--- config.mk ---
export PLATFORM = sky130hd
export DESIGN_NAME = rmcfg_top
export DESIGN_NICKNAME = d
export VERILOG_FILES = /design/src/rmcfg_pkg.sv /design/src/rmcfg_top.sv
export SDC_FILE = /design/constraint.sdc
export NUM_CORES = 1
export LEC_CHECK = 0
export BUFFER_PORTS_ARGS = -buffer_cell sky130_fd_sc_hd__buf_2
export CAP_MARGIN = 30
export CORE_AREA = 5 5 80 82
export CTS_CLUSTER_DIAMETER = 150
export CTS_CLUSTER_SIZE = 25
export DETAILED_ROUTE_END_ITERATION = 10
export DIE_AREA = 0 0 85 87
export GPL_TIMING_DRIVEN = 1
export PLACE_DENSITY = 0.67
export RECOVER_POWER = 25
export SLEW_MARGIN = 20
export SYNTH_ARGS = -nofsm -noshare
export SYNTH_HDL_FRONTEND = slang
export SYNTH_SLANG_ARGS = --single-unit
--- constraint.sdc ---
create_clock -name pclk -period 2.59 [get_ports pclk]
set_input_delay 0.259 -clock pclk [delete_from_list [all_inputs] [get_ports pclk]]
set_output_delay 0.259 -clock pclk [all_outputs]
set_load 0.05 [all_outputs]
--- src/rmcfg_pkg.sv ---
/*
  Package for the reset-time configuration loader: field positions on the
  data bus, encodings of the captured modes, defaults and register map.
  Assumes a 32-bit data bus and a 32-bit APB slave port.
*/
package rmcfg_pkg;

  // Data-bus bit positions sampled at reset
  localparam int unsigned BIT_MODE2  = 26;
  localparam int unsigned BIT_MODE1  = 17;
  localparam int unsigned BIT_MODE0  = 16;
  localparam int unsigned BIT_SPLIT1 = 25;
  localparam int unsigned BIT_SPLIT0 = 24;
  localparam int unsigned BIT_DRIVE  = 21;
  localparam int unsigned BIT_PORT1  = 20;
  localparam int unsigned BIT_PORT0  = 19;

  // Operating mode code for master
  localparam logic [2:0] MODE_MASTER = 3'h7;

  // Boot port width
  typedef enum logic [1:0] {
    RMCFG_PORT_32 = 2'h0,
    RMCFG_PORT_8  = 2'h1,
    RMCFG_PORT_16 = 2'h2
  } rmcfg_port_t;

  // Clock source
  typedef enum logic [1:0] {
    RMCFG_CLK_EXT     = 2'h0,
    RMCFG_CLK_PLL_1TO1 = 2'h1,
    RMCFG_CLK_PLL_EXT = 2'h2,
    RMCFG_CLK_PLL_XTAL = 2'h3
  } rmcfg_clk_t;

  // Captured settings
  typedef struct packed {
    logic        master;      // 1: master mode, 0: reserved code seen
    logic [2:0]  mode_raw;
    rmcfg_port_t port;
    logic        full_drive;
    rmcfg_clk_t  clk;
    logic [1:0]  cs_count;    // Number of upper address pins used as chip selects
    logic        from_pins;   // 1: settings came from the pins
  } rmcfg_cfg_t;

  // Defaults when configuration is disabled
  localparam rmcfg_cfg_t CFG_DEFAULT = '{
    master: 1'b1, mode_raw: MODE_MASTER, port: RMCFG_PORT_32, full_drive: 1'b0,
    clk: RMCFG_CLK_PLL_XTAL, cs_count: 2'h0, from_pins: 1'b0};

  // APB register map (byte addresses)
  localparam logic [11:0] ADDR_CFG    = 12'h000;
  localparam logic [11:0] ADDR_STATUS = 12'h004;

  // Cycles the reset output stays low after presetn release
  localparam int unsigned RST_OUT_HOLD_CYCLES = 4;

  // Whole module state
  typedef struct packed {
    rmcfg_cfg_t  cfg;
    logic        captured;
    logic [2:0]  cnt;
    logic        rst_out_n;
    logic        bus_cfg;     // Data bus held for configuration
    logic        pready;
    logic        pslverr;
    logic [31:0] prdata;
  } rmcfg_state_t;

endpackage

--- src/rmcfg_top.sv ---
/*
  Reset-time configuration loader. Samples the configuration pins while
  reset is in effect, holds the result afterwards, and shows it over APB.
  Assumes an external latch, gated by reset_output_n, drives the pins.
*/
`timescale 1ns/1ps

// How it works
// - Capture only during reset, then hold
// - Enable low: settings come from pins
// - Enable high: fixed defaults used
// - Mode 111 is master, others reserved
// - Port bits select boot port width
// - One bit selects pad drive strength
// - Clock pins select clock source
// - Split bits assign upper address pins
module rmcfg_top
  import rmcfg_pkg::*;
(
  // Clock and reset
  input  wire logic        pclk,
  input  wire logic        presetn,
  // Configuration pins
  input  wire logic        config_enable_n,
  input  wire logic        clock_source_sel_hi,
  input  wire logic        clock_source_sel_lo,
  input  wire logic [31:0] data_in,
  // Reset output and captured settings
  output logic             reset_output_n,
  output logic             data_bus_cfg,
  output rmcfg_cfg_t       cfg,
  // APB slave
  input  wire logic        psel,
  input  wire logic        penable,
  input  wire logic        pwrite,
  input  wire logic [11:0] paddr,
  input  wire logic [31:0] pwdata,
  output logic             pready,
  output logic [31:0]      prdata,
  output logic             pslverr
);

  rmcfg_state_t st_r;
  rmcfg_state_t st_nxt;
  rmcfg_cfg_t   pin_cfg;

  // Decode of the pins into settings
  always_comb begin
    pin_cfg = CFG_DEFAULT;
    pin_cfg.from_pins = 1'b1;
    pin_cfg.mode_raw = {data_in[BIT_MODE2], data_in[BIT_MODE1], data_in[BIT_MODE0]};
    pin_cfg.master   = (pin_cfg.mode_raw == MODE_MASTER);
    unique case ({data_in[BIT_PORT1], data_in[BIT_PORT0]})
      2'h2:    pin_cfg.port = RMCFG_PORT_8;
      2'h1:    pin_cfg.port = RMCFG_PORT_16;
      default: pin_cfg.port = RMCFG_PORT_32;
    endcase
    pin_cfg.full_drive = data_in[BIT_DRIVE];
    pin_cfg.clk = rmcfg_clk_t'({clock_source_sel_hi, clock_source_sel_lo});
    unique case ({data_in[BIT_SPLIT1], data_in[BIT_SPLIT0]})
      2'h2:    pin_cfg.cs_count = 2'h1;
      2'h1:    pin_cfg.cs_count = 2'h2;
      2'h3:    pin_cfg.cs_count = 2'h3;
      default: pin_cfg.cs_count = 2'h0;
    endcase
  end

  // Next state
  always_comb begin
    st_nxt = st_r;
    // Reset output held low a few cycles after release, capture meanwhile
    if (!st_r.captured) begin
      st_nxt.cfg = config_enable_n ? CFG_DEFAULT : pin_cfg;
      if (st_r.cnt == 3'(RST_OUT_HOLD_CYCLES - 1)) begin
        st_nxt.captured  = 1'b1;
        st_nxt.rst_out_n = 1'b1;
        st_nxt.bus_cfg   = 1'b0;
      end else begin
        st_nxt.cnt = st_r.cnt + 3'h1;
      end
    end
    // APB: one wait-free access phase answer
    st_nxt.pready  = psel && !penable;
    st_nxt.pslverr = 1'b0;
    st_nxt.prdata  = 32'h0000_0000;
    if (psel && !penable) begin
      unique case (paddr)
        ADDR_CFG: begin
          st_nxt.prdata = 32'(st_r.cfg);
          st_nxt.pslverr = pwrite;  // Read only
        end
        ADDR_STATUS: begin
          st_nxt.prdata = {29'h0, st_r.bus_cfg, st_r.rst_out_n, st_r.captured};
          st_nxt.pslverr = pwrite;
        end
        default: st_nxt.pslverr = 1'b1;
      endcase
    end
  end

  // State register
  always_ff @(posedge pclk or negedge presetn) begin
    if (!presetn) begin
      st_r           <= '0;
      st_r.cfg       <= CFG_DEFAULT;
      st_r.bus_cfg   <= 1'b1;
    end else begin
      st_r <= st_nxt;
    end
  end

  // Outputs straight from flip-flops
  assign reset_output_n = st_r.rst_out_n;
  assign data_bus_cfg   = st_r.bus_cfg;
  assign cfg            = st_r.cfg;
  assign pready         = st_r.pready;
  assign prdata         = st_r.prdata;
  assign pslverr        = st_r.pslverr;

  // Capture window length, as a local constant for the delay ranges below
  localparam int WIN_CYC = RST_OUT_HOLD_CYCLES;

  property p_hold;
    @(posedge pclk) disable iff (!presetn)
      st_r.captured |=> $stable(st_r.cfg);
  endproperty
  a_hold: assert property (p_hold) else $error("settings changed after capture");

  property p_window;
    @(posedge pclk) disable iff (!presetn)
      $rose(presetn) |-> !reset_output_n ##[WIN_CYC:WIN_CYC] reset_output_n;
  endproperty
  a_window: assert property (p_window) else $error("capture window length wrong");

  property p_defaults;
    @(posedge pclk) disable iff (!presetn)
      (!st_r.captured && config_enable_n) |=> (st_r.cfg == CFG_DEFAULT);
  endproperty
  a_defaults: assert property (p_defaults) else $error("defaults not taken");

  property p_pins;
    @(posedge pclk) disable iff (!presetn)
      (!st_r.captured && !config_enable_n) |=> st_r.cfg.from_pins;
  endproperty
  a_pins: assert property (p_pins) else $error("pins not used");

  property p_master;
    @(posedge pclk) disable iff (!presetn)
      (!st_r.captured && !config_enable_n)
        |=> st_r.cfg.master == ($past({data_in[BIT_MODE2], data_in[BIT_MODE1],
                                         data_in[BIT_MODE0]}) == MODE_MASTER);
  endproperty
  a_master: assert property (p_master) else $error("mode decode wrong");

  // Port code 10 gives 8 bits
  property p_port8;
    @(posedge pclk) disable iff (!presetn)
      (!st_r.captured && !config_enable_n && data_in[BIT_PORT1] && !data_in[BIT_PORT0])
        |=> st_r.cfg.port == RMCFG_PORT_8;
  endproperty
  a_port8: assert property (p_port8) else $error("port width wrong");

  // Port code 01 gives 16 bits
  property p_port16;
    @(posedge pclk) disable iff (!presetn)
      (!st_r.captured && !config_enable_n && !data_in[BIT_PORT1] && data_in[BIT_PORT0])
        |=> st_r.cfg.port == RMCFG_PORT_16;
  endproperty
  a_port16: assert property (p_port16) else $error("16-bit port width wrong");

  property p_drive;
    @(posedge pclk) disable iff (!presetn)
      (!st_r.captured && !config_enable_n) |=> st_r.cfg.full_drive == $past(data_in[BIT_DRIVE]);
  endproperty
  a_drive: assert property (p_drive) else $error("drive bit wrong");

  property p_clk;
    @(posedge pclk) disable iff (!presetn)
      (!st_r.captured && !config_enable_n)
        |=> st_r.cfg.clk == $past({clock_source_sel_hi, clock_source_sel_lo});
  endproperty
  a_clk: assert property (p_clk) else $error("clock source wrong");

  // Split code 10 gives one select
  property p_split;
    @(posedge pclk) disable iff (!presetn)
      (!st_r.captured && !config_enable_n && data_in[BIT_SPLIT1] && !data_in[BIT_SPLIT0])
        |=> st_r.cfg.cs_count == 2'h1;
  endproperty
  a_split: assert property (p_split) else $error("pin split wrong");

  // Split code 11 gives three selects
  property p_split3;
    @(posedge pclk) disable iff (!presetn)
      (!st_r.captured && !config_enable_n && data_in[BIT_SPLIT1] && data_in[BIT_SPLIT0])
        |=> st_r.cfg.cs_count == 2'h3;
  endproperty
  a_split3: assert property (p_split3) else $error("three-select split wrong");

  property p_release;
    @(posedge pclk) disable iff (!presetn)
      $rose(reset_output_n) |-> !data_bus_cfg ##1 !data_bus_cfg;
  endproperty
  a_release: assert property (p_release) else $error("bus not released");

  c_pins: cover property (@(posedge pclk) disable iff (!presetn)
    $rose(st_r.captured) && st_r.cfg.from_pins);
  c_default: cover property (@(posedge pclk) disable iff (!presetn)
    $rose(st_r.captured) && !st_r.cfg.from_pins);
  c_read: cover property (@(posedge pclk) disable iff (!presetn) pready && !pslverr);
  c_reserved: cover property (@(posedge pclk) disable iff (!presetn)
    $rose(st_r.captured) && st_r.cfg.from_pins && !st_r.cfg.master);

endmodule

### Word-level counts from Yosys, hierarchy flattened

Index checks and enable logic that the tools add are counted.

| storage, ports and cells | value |
|---|---|
| bits in registers | 52 |
| bits of input ports | 84 |

| cells by class | value |
|---|---|
| add/sub/neg operators | 1 |
| eq/ne operators | 8 |
| multiplexer cells | 10 |
| bitwise gates (word level) | 2 |
| reductions and logical operators | 6 |

Operator list:

| cell | count |
|---|---|
| $mux 33 | 1 |
| $pmux 12 s2 | 1 |
| $eq 12x3->1 const B | 1 |
| $logic_not 12->1 | 1 |
| $mux 12 | 1 |
| $eq 2x2->1 const B | 3 |
| $mux 6 | 1 |
| $pmux 2 s3 | 1 |
| $eq 2x1->1 const B | 2 |
| $pmux 2 s2 | 1 |
| $reduce_and 2->1 | 2 |
| $add 3x1->3 const B | 1 |
| $eq 3x2->1 const B | 1 |
| $eq 3x3->1 const B | 1 |
| $mux 3 | 1 |
| $mux 1 | 2 |
| $mux 2 | 1 |
| $not 1->1 | 2 |
| $reduce_or 2->1 | 1 |
| $logic_and 1x1->1 | 1 |
| $logic_not 1->1 | 1 |

### Depth between registers and ports, before layout

Gate-level depths: netlist of run 1.

| logic depth | value |
|---|---|
| depth in word-level cells | 4 |
| gate-level depth with buffers | 6 |
| depth with buffers taken out | 5 |

### Worst setup path after synthesis of run 1

No wires, ideal clock.

| timing path | value |
|---|---|
| kind | reg2reg |
| start point | register st_r[36] (netlist name) |
| end point | register st_r[37] (netlist name) |
| setup time | 0.125 ns |
| data arrival time | 1.337 ns |
| required time | 2.465 ns |
| setup slack | 1.128 ns |
| cell stages (with the launch flop) | 6 |
| buffers on the path | 1 |
| period minus slack after synthesis | 1.462 ns |
| path through | dfrtp_1 > ha_1 > ha_1 > or2_1 > clkbuf_1 > mux2_2 |

| on the way | value |
|---|---|
| longest elaborated chain between the ends | 3 |
| elaborated cells between the ends (all ways) | 4 |
| those cells by class | add/sub (1); eq/ne (1); bitwise (1); reduce/logical (1) |

RTL lines:

| item | RTL line | source |
|---|---|---|
| start: declaration | rmcfg_top.sv:43 | `rmcfg_state_t st_r;` |
| start signal: assignment | rmcfg_top.sv:108 | `st_r <= st_nxt;` |
| parallel branches: the longest is 3 deep, another holds $add 3x1->3 | -- |  |

Several ways; the timed one is not identified.
A chain may end at the register's enable or synchronous reset.

### Worst setup path after layout of run 1

| timing path | value |
|---|---|
| start point | register st_r[39] (netlist name) |
| end point | register st_r[37] (netlist name) |

| on the way | value |
|---|---|
| longest elaborated chain between the ends | 2 |

RTL lines:

| item |
|---|
| $not 1->1 (no line) |
| $reduce_and 2->1 (no line) |

Every way passes these cells.

==> metrics.cfg, run 1 <==
[outcome]
status = complete, but fails checks
violations = max-capacitance violations, max-slew violations

[final_layout]
layout_common_cells = buf_2, dfrtp_1, conb_1
fin_util = 0.3201
instances_no_fill = 251
antenna-diode-count = 0
drive_gt1_frac = 0.4489
area_growth_pct = 11.35
layout.nets = 261
layout_commonest_cell = buf_2

[timing]
fmax_ghz = 0.6505
finalCritPeriodShare = 0.5935
slew_headroom = -0.09282
rsz0062_at_grt = no
fin_crit_ps = 1537
worst_pin_slew_ps = 1639
finalSetupViolCount = 0
timing_hold_violations_final = 0
fin_ws_ps = 1053
skew_ps = 5.270
finalMaxSlewViolations = 33
setup_tns_ps = 0

[die]
fp.dieArea_sq_um = 7395
die_h_microns = 87
die_x_microns = 85
start_util = 0.2875
rows = 28
core_sq_um = 5675
io_pins = 132

[setup_path]
crit_path_end_kind = flip-flop
cp_slowest_cell = dfrtp_1
critPathBufInv = 0
crit_arrival_ps = 1700
crit_required_ps = 2750
crit_path_max_incr_delay_ps = 770
crit_chain = or2_1, mux2_2
critPathTopFamily = flip-flops
path_max_fanout = 23
crit_type = reg2reg
critPathLaunchType = flip-flop

[clocking]
clk_latency_ps = 280
clk_pin_slew_ps = 60
cts_max_level = 2
cts_hold_buf = 0
cts_resized = 0
cts_setup_buffers = 0
clockRootBuffer = clkbuf_8
cts_buffers = 5
cts_tree = yes
clkSinkCount = 32
clk_path_buf_depth = 2

[drt]
drt-total-wl_mm = 3.076
first_iter_violations = 28
first_pass_iters = 4
drcViolationCount = 0
ant_nets = 0
route.vias.total = 989
wl_per_cell_microns = 12.25
viasPerCell = 3.940

[yosys]
synthCells = 144
synth-seq-cells = 32
synth_flop_cell = dfrtp_1
synth-edff-count = 0
syn_area_per_cell_sq_um = 11.33
syn-cell-area_sq_um = 1632
synth_cell_types = 29
async_flop_share = 1.000
yosys_warnings = 0
ys_seq_area_frac = 0.4962

[power]
total_power_mw = 1.159
power_density_nw_per_um2 = 638.0
p_leak_nw = 0.9305
ir_drop_v = 0.0001823

[grt]
grt_pass1_wl_mm = 4.885
antenna_found_initial = 0
overflow = 0
grt_util_all_layers = 0.08634
grt_pass1_vias = 1009
grt_max_degree = 33

[placement]
routabilityCongestion = 0.6876
hpwl_mm = 2.356
pre_cts_ws_ps = 968.4
post-place-cells = 243
portBuffers = 55

[min_path]
hold_class = in2reg

[flow_run]
maxCapViolCount = 1

report_power, final:
| part | switching, mW | internal, mW |
|---|---|---|
| sequential | 0.00717 | 0.515 |
| clock | 0.177 | 0.285 |
| combinational | 0.140 | 0.0349 |
kinds of logic (layout without fill, tap and decap cells):
logic type      Yosys count  count (layout)  synth area share
fa+ha+maj                 2               2           0.01533
buf+inv                  53              66            0.2285
compound gates           13              13           0.05292
flops                    32              32            0.4962
other cells               1              20          0.002298
xor+xnor                  1               1          0.005369
simple gates             37              37            0.1679
mux                       5               5           0.03144
layout make-up:
cell class	count	area, sq um
Clock inverter	2	35.03
Clock buffer	6	72.57
Sequential cell	32	809.5
Fill cell	597	3859
Timing Repair Buffer	55	274.0
Multi-Input combinational cell	78	520.5
Tap cell	75	93.84
Inverter	3	11.26
per-stage QoR:
stage,hold slack [ps],cell area (sq um)
after global placement,337.1,1710
final,173.2,1817
after CTS,35.28,1818
after floorplan,-36.59,1703
after global routing,166.0,1817
after detailed placement,347.7,1710
routing by layer:
metal,GRT usage,share of wire,up-vias
li1,-,-,469
met1,0.09859,0.40,464
met2,0.1342,0.46,51
met3,0.03690,0.12,5
met4,0.05180,0.026,0
met5,0,0,-
cell usage after synthesis (2+ instances only):
library cell / number / area [sq um]
inv_1: 3 / 11.26
nor3b_1: 2 / 15.01
mux2i_1: 4 / 40.04
nor2_1: 9 / 33.78
nand2b_1: 2 / 12.51
nor4_4: 2 / 42.54
o21ai_0: 7 / 35.03
dfstp_2: 7 / 183.9
nand2_1: 8 / 30.03
dfrtp_1: 25 / 625.6
ha_1: 2 / 25.02
and2_1: 2 / 12.51
a22o_1: 3 / 26.28
buf_4: 44 / 330.3
nor3b_2: 7 / 87.58
clkbuf_1: 4 / 15.01
worst reg2reg max path, delay by kind of cell, from the launching register on:
family | cells | cell delay (ps)
flip-flops | 1 | 770
AND/OR/NAND/NOR | 1 | 290
multiplexers | 1 | 360
flip-flops by register name, indices dropped and copies added (netlist names):
register        flops
st_r                4
data_bus_cfg        1
pready              1
prdata             12
pslverr             1
reset_output_n      1
cfg                12
path summary, 6_finish.rpt:
| path | to | slack [ps] | cells past startpoint | startpoint |
|---|---|---|---|---|
| setup / recovery | st_r[37] | 1050 | 2 | st_r[39] |
| hold / removal | cfg[7] | 170 | 2 | data_in[20] |
| setup reg to reg | st_r[37] | 1050 | 2 | st_r[39] |
| hold reg to reg | cfg[3] | 480 | 2 | cfg[3] |
| max in group asynchronous | cfg[2] | 1250 | 1 | presetn |
| min in group asynchronous | prdata[3] | 380 | 1 | presetn |
Power figures use the tool's default switching activity.
==> inputs of run 2 (changes only) <==
- ABC_AREA: unset -> 1
- CORE_AREA: 5 5 80 82 -> 5 5 81 83
- DIE_AREA: 0 0 85 87 -> 0 0 86 88
- clock period: 2.59 -> 1.45 ns (I/O delays scaled with it)
==> metrics.cfg, run 2 <==
[timing]
setup_tns_ps = 0  ; unchanged
timing.hold.ws_ps = 42.96  ; -130.3 ps
finalMaxSlewViolations = 0  ; -100%
worst_pin_slew_ps = 752.4  ; -886.8 ps
fmax_ghz = 0.7744  ; +19%
slew_headroom = 0.4984  ; +0.5912
finalSetupViolCount = 0  ; unchanged
finalCritPeriodShare = 0.8906  ; +0.2971
rsz0062_at_grt = no
fin_crit_ps = 1291  ; -245.8 ps
timing_hold_violations_final = 0  ; unchanged
skew_ps = 3.669  ; -1.602 ps

[drt]
first_iter_violations = 36  ; +29%
first_pass_iters = 4  ; unchanged
viasPerCell = 3.748  ; -4.9%
route.vias.total = 1042  ; +5.4%
wl_per_cell_microns = 11.50  ; -6.2%
ant_nets = 0  ; unchanged
drcViolationCount = 0  ; unchanged
drt-total-wl_mm = 3.197  ; +3.9%

[final_layout]
drive_gt1_frac = 0.4384  ; -0.01044
antenna-diode-count = 0  ; unchanged
fin_util = 0.3255  ; +0.005435
layout_commonest_cell = buf_2
instances_no_fill = 278  ; +11%
area_growth_pct = 13.00
layout.nets = 289  ; +11%
layout_common_cells = buf_2, dfrtp_1, conb_1

[setup_path]
critPathBufInv = 1  ; +1
crit_cells = 6  ; +4
r2r_slack_ps = 160  ; -890 ps
r2r_cells = 6  ; +4
crit_path_end_kind = flip-flop
critPathLaunchType = flip-flop
reg2reg_from = st_r[36]
crit_type = reg2reg
crit_arrival_ps = 1450  ; -250 ps
crit_end = st_r[38]
cp_slowest_cell = dfrtp_1
crit_required_ps = 1610  ; -1140 ps
crit_path_max_incr_delay_ps = 400  ; -370 ps
critPathTopFamily = adder cells
path_common_cell = ha_1
crit_start = st_r[36]
rr_endpoint = st_r[38]
crit_chain = ha_1, ha_1, nor2_2, inv_1, nand2_1, o21ai_0
path_max_fanout = 4  ; -83%

[yosys]
syn-cell-area_sq_um = 1665  ; +2.1%
synth_area_leader_cell = dfrtp_1
synthCells = 165  ; +15%
async_flop_share = 1.000  ; unchanged
synth-seq-cells = 32  ; unchanged
ys_seq_area_frac = 0.4861  ; -0.01006
synth_flop_cell = dfrtp_1
yosys_warnings = 0  ; unchanged
yosysMostFrequentCell = buf_4
synthTopCellsByArea = dfrtp_1, buf_4, dfstp_2, nor3_2, inv_1
synth_cell_types = 27  ; -6.9%
yosysTopAreaCellShare = 0.3757  ; -0.007778
synthTopCellsByCount = buf_4, dfrtp_1, inv_1
syn_area_per_cell_sq_um = 10.09  ; -11%
synth-edff-count = 0  ; unchanged

[outcome]
status = finished clean

[clocking]
cts_buffers = 5  ; unchanged
clk_latency_ps = 280  ; about the same
cts_setup_buffers = 0  ; unchanged
cts_tree = yes
clk_path_buf_depth = 2  ; unchanged
clockRootBuffer = clkbuf_8
clkSinkCount = 32  ; unchanged
clk_pin_slew_ps = 60  ; about the same
cts_max_level = 2  ; unchanged

[die]
core_sq_um = 5781  ; +1.9%
die_h_microns = 88  ; +1.1%
fp.dieArea_sq_um = 7568  ; +2.3%
die_x_microns = 86  ; +1.2%
rows = 28  ; unchanged
start_util = 0.2881  ; +0.0006172
io_pins = 132  ; unchanged

[grt]
grt_pass1_vias = 1067  ; +5.7%
grt_max_degree = 33  ; unchanged
grt_pass1_wl_mm = 4.968  ; +1.7%
antenna_found_initial = 0  ; unchanged
grt_util_all_layers = 0.08631  ; about the same
overflow = 0  ; unchanged

[placement]
hpwl_mm = 2.653  ; +13%
post-place-cells = 270  ; +11%
portBuffers = 55  ; unchanged
routabilityCongestion = 0.7549  ; +9.8%

[flow_run]
maxCapViolCount = 0  ; -1

[min_path]
hold_class = in2reg
hold_depth = 2  ; unchanged

[power]
ir_drop_v = 0.0002586  ; +42%
p_leak_nw = 1.019  ; +9.5%
power_density_nw_per_um2 = 1043  ; +63%

==> run 2: changes by cell type after synthesis, sizes merged, moves of 2 or more <==
cell    change
a21oi       +9
and2        -2
clkbuf      -4
inv        +15
mux2i       -4
nand2       +5
nand2b      -2
nand3       +7
nor2        +7
nor3        +8
nor3b       -9
o21ai       -4
==> run 2: how the worst min path moves through the flow <==
stage	from	endpoint	slack, ps
floorplan	presetn	cfg[0]	-150
global placement	presetn	prdata[11]	110
detailed placement	presetn	pready	110
CTS	penable	pready	20
global route	penable	pready	40
finish	penable	pready	40
==> run 2: worst register-to-register path, stage by stage (launching register included) <==
cell	delay (ps)
dfrtp_1	400
ha_1	210
ha_1	210
nor2_2	150
inv_1	90
nand2_1	60
o21ai_0	60
==> run 2: layout make-up <==
type | instances | area, sq um
tap | 75 | 93.84
fill | 601 | 3899
timing repair buffer | 58 | 297.8
clock buffer | 7 | 96.34
inverter | 18 | 67.56
sequential | 32 | 809.5
multi-input combinational | 88 | 516.7
==> run 2: cells by family after synthesis <==
family / Yosys count / share of synthesized area
simple gates: 47 / 0.1735
buf+inv: 64 / 0.2464
compound gates: 18 / 0.07138
flops: 32 / 0.4861
fa+ha+maj: 2 / 0.01502
xor+xnor: 1 / 0.005260
other cells: 1 / 0.002252
==> run 2: power breakdown <==
part / internal (mW) / switching [mW] / leakage, nW / total (mW)
clock: 0.422 / 0.288 / 0.0503 / 0.710
combinational: 0.0596 / 0.260 / 0.575 / 0.320
sequential: 0.921 / 0.0116 / 0.393 / 0.933
total: 1.40 / 0.560 / 1.02 / 1.96
==> run 2: metrics by stage <==
stage	setup slack [ps]	cell area [sq um]	total power, mW
after floorplan	201.9	1737	1.249
after global placement	119.9	1790	1.270
after detailed placement	88.39	1790	1.275
after CTS	77.63	1897	1.994
after global routing	70.72	1882	2.058
final	158.6	1882	1.963
==> run 2: what timing repair did <==
item,in CTS,in global routing
setup endpoints to repair,0,1
hold buffers,1,0
resized for setup,0,1
endpoints found under the hold margin,25,0
==> run 2: metal layers <==
metal	share of wire	vias up	track usage
met5	0	-	0
met2	0.52	33	0.1416
met1	0.36	469	0.09223
met3	0.11	7	0.05174
li1	-	533	-
met4	0.013	0	0.03022
==> inputs of run 3 (changes only) <==
- CORE_AREA: 5 5 81 83 -> 2 2 69 71
- DIE_AREA: 0 0 86 88 -> 0 0 71 73
- PLACE_DENSITY: 0.67 -> 0.81
==> metrics.cfg, run 3 (same netlist as run 2, synthesis figures left out) <==
[outcome]
status = finished clean

[die]
core_sq_um = 4536  ; -22%
rows = 25  ; -11%
die_h_microns = 73  ; -17%
start_util = 0.3672  ; +0.07908
io_pins = 132  ; unchanged
die_x_microns = 71  ; -17%
fp.dieArea_sq_um = 5183  ; -32%

[timing]
finalMaxSlewViolations = 0  ; unchanged
slew_headroom = 0.4839  ; -0.01454
skew_ps = 5.707  ; +2.038 ps
setup_tns_ps = 0  ; unchanged
worst_pin_slew_ps = 774.2  ; +21.81 ps
finalCritPeriodShare = 0.9419  ; +0.05132
fin_crit_ps = 1366  ; +74.42 ps
fmax_ghz = 0.7322  ; -5.4%
finalSetupViolCount = 0  ; unchanged
timing_hold_violations_final = 0  ; unchanged
rsz0062_at_grt = no

[final_layout]
fillCellCount = 472  ; -21%
drive_gt1_frac = 0.3793  ; -0.05911
layout.nets = 288  ; -0.35%
area_growth_pct = 8.189
layout_common_cells = buf_2, dfrtp_1, conb_1
antenna-diode-count = 0  ; unchanged
layout_commonest_cell = buf_2

[power]
total_power_mw = 2.065  ; +5.2%
power.internal_mw = 1.488  ; +6.1%
seqPwrFrac = 0.451  ; -0.024
p_sw_uw = 576.9  ; +3.0%
power_density_nw_per_um2 = 1146  ; +9.9%
ir_drop_v = 0.0002766  ; +7.0%
p_comb_frac = 0.152  ; -0.011
switching_share = 0.2793  ; -0.006022
power_frac_clock = 0.397  ; +0.035
p_leak_nw = 0.9692  ; -4.9%

[drt]
drcViolationCount = 0  ; unchanged
ant_nets = 0  ; unchanged
route.vias.total = 1074  ; +3.1%
first_iter_violations = 46  ; +28%
drt-total-wl_mm = 2.972  ; -7.0%
viasPerCell = 4.179  ; +11%
wl_per_cell_microns = 11.56  ; +0.56%
first_pass_iters = 4  ; unchanged

[clocking]
cts_resized = 0  ; unchanged
clk_pin_slew_ps = 70  ; about the same
clockRootBuffer = clkbuf_8
cts_tree = yes
cts_buffers = 5  ; unchanged
cts_max_level = 2  ; unchanged
clkSinkCount = 32  ; unchanged
clk_path_buf_depth = 2  ; unchanged
clk_latency_ps = 280  ; about the same

[setup_path]
crit_required_ps = 1620  ; about the same
crit_chain = ha_1, ha_1, nor2_1, inv_1, nand2_1, o21ai_0
critPathTopFamily = adder cells
critPathBufInv = 1  ; unchanged
path_max_fanout = 4  ; unchanged
crit_path_end_kind = flip-flop
critPathLaunchType = flip-flop
crit_path_max_incr_delay_ps = 400  ; about the same
crit_arrival_ps = 1530  ; +80 ps
crit_type = reg2reg
path_common_cell = ha_1
cp_slowest_cell = dfrtp_1

[grt]
grt_max_degree = 33  ; unchanged
antenna_found_initial = 0  ; unchanged
grt_util_all_layers = 0.1207  ; +0.03440
overflow = 0  ; unchanged
grt_pass1_vias = 1133  ; +6.2%
grt_pass1_wl_mm = 4.871  ; -2.0%

[placement]
routabilityCongestion = 0.7580  ; +0.41%
hpwl_mm = 2.356  ; -11%
portBuffers = 55  ; unchanged

[flow_run]
maxCapViolCount = 0  ; unchanged

[min_path]
hold_class = in2reg

[run 3: cell types whose count changed in the layout (fill, tap and decap cells not counted), sizes merged]
cell,change
buf,-2
bufinv,+1
clkinv,+1
[run 3: timing repair]
| action | CTS | global route |
|---|---|---|
| hold buffers | 1 | 0 |
| buffers inserted | 0 | 0 |
| hold endpoints to repair | 25 | 0 |
[run 3: area by class of cell]
cell class / count / area, sq um / share of cell area
clock inverters: 2 / 35.03 / 0.01944
repair buffers: 57 / 291.5 / 0.1618
clock buffers: 6 / 72.57 / 0.04028
flip-flops and latches: 32 / 809.5 / 0.4493
multi-input cells: 88 / 457.9 / 0.2542
well taps: 54 / 67.56 / 0.03750
inverters: 18 / 67.56 / 0.03750
[run 3: routing by layer]
metal,global-route usage,part of all wire,wire length (microns)
met1,0.1113,0.36,1060
met4,0.05451,0.021,62
met2,0.2212,0.52,1537
met5,0,0,0
met3,0.06215,0.10,311
[run 3: worst paths after layout]
kind	startpoint	to	slack, ps	cells past startpoint
worst min register to register	st_r[37]	st_r[37]	480	2
max in group asynchronous	presetn	cfg[0]	480	2
worst max-delay path	st_r[36]	st_r[38]	80	6
min in group asynchronous	presetn	pready	490	2
worst min-delay path	penable	pready	40	2
worst max register to register	st_r[36]	st_r[38]	80	6
[run 3: metrics by stage]
step | hold WS (ps) | worst slack (ps) | cell area (sq um) | std cells | utilization
after floorplan | -150.6 | 201.9 | 1737 | 184 | -
after global placement | 206.4 | 151.1 | 1744 | 248 | 0.3846
after detailed placement | 231.7 | 94.98 | 1744 | 248 | 0.3846
after CTS | 18.37 | 80.17 | 1862 | 257 | 0.4105
after global routing | 39.68 | 8.660 | 1802 | 257 | 0.3972
final | 35.35 | 84.22 | 1802 | 257 | 0.3972
[run 3: power groups by stage]
stage	combinational [mW]	sequential [mW]	clock [mW]
after global routing	0.335	0.934	0.889
after detailed placement	0.319	0.947	0
after floorplan	0.294	0.956	0
final	0.314	0.931	0.820
after CTS	0.322	0.931	0.847
after global placement	0.313	0.947	0
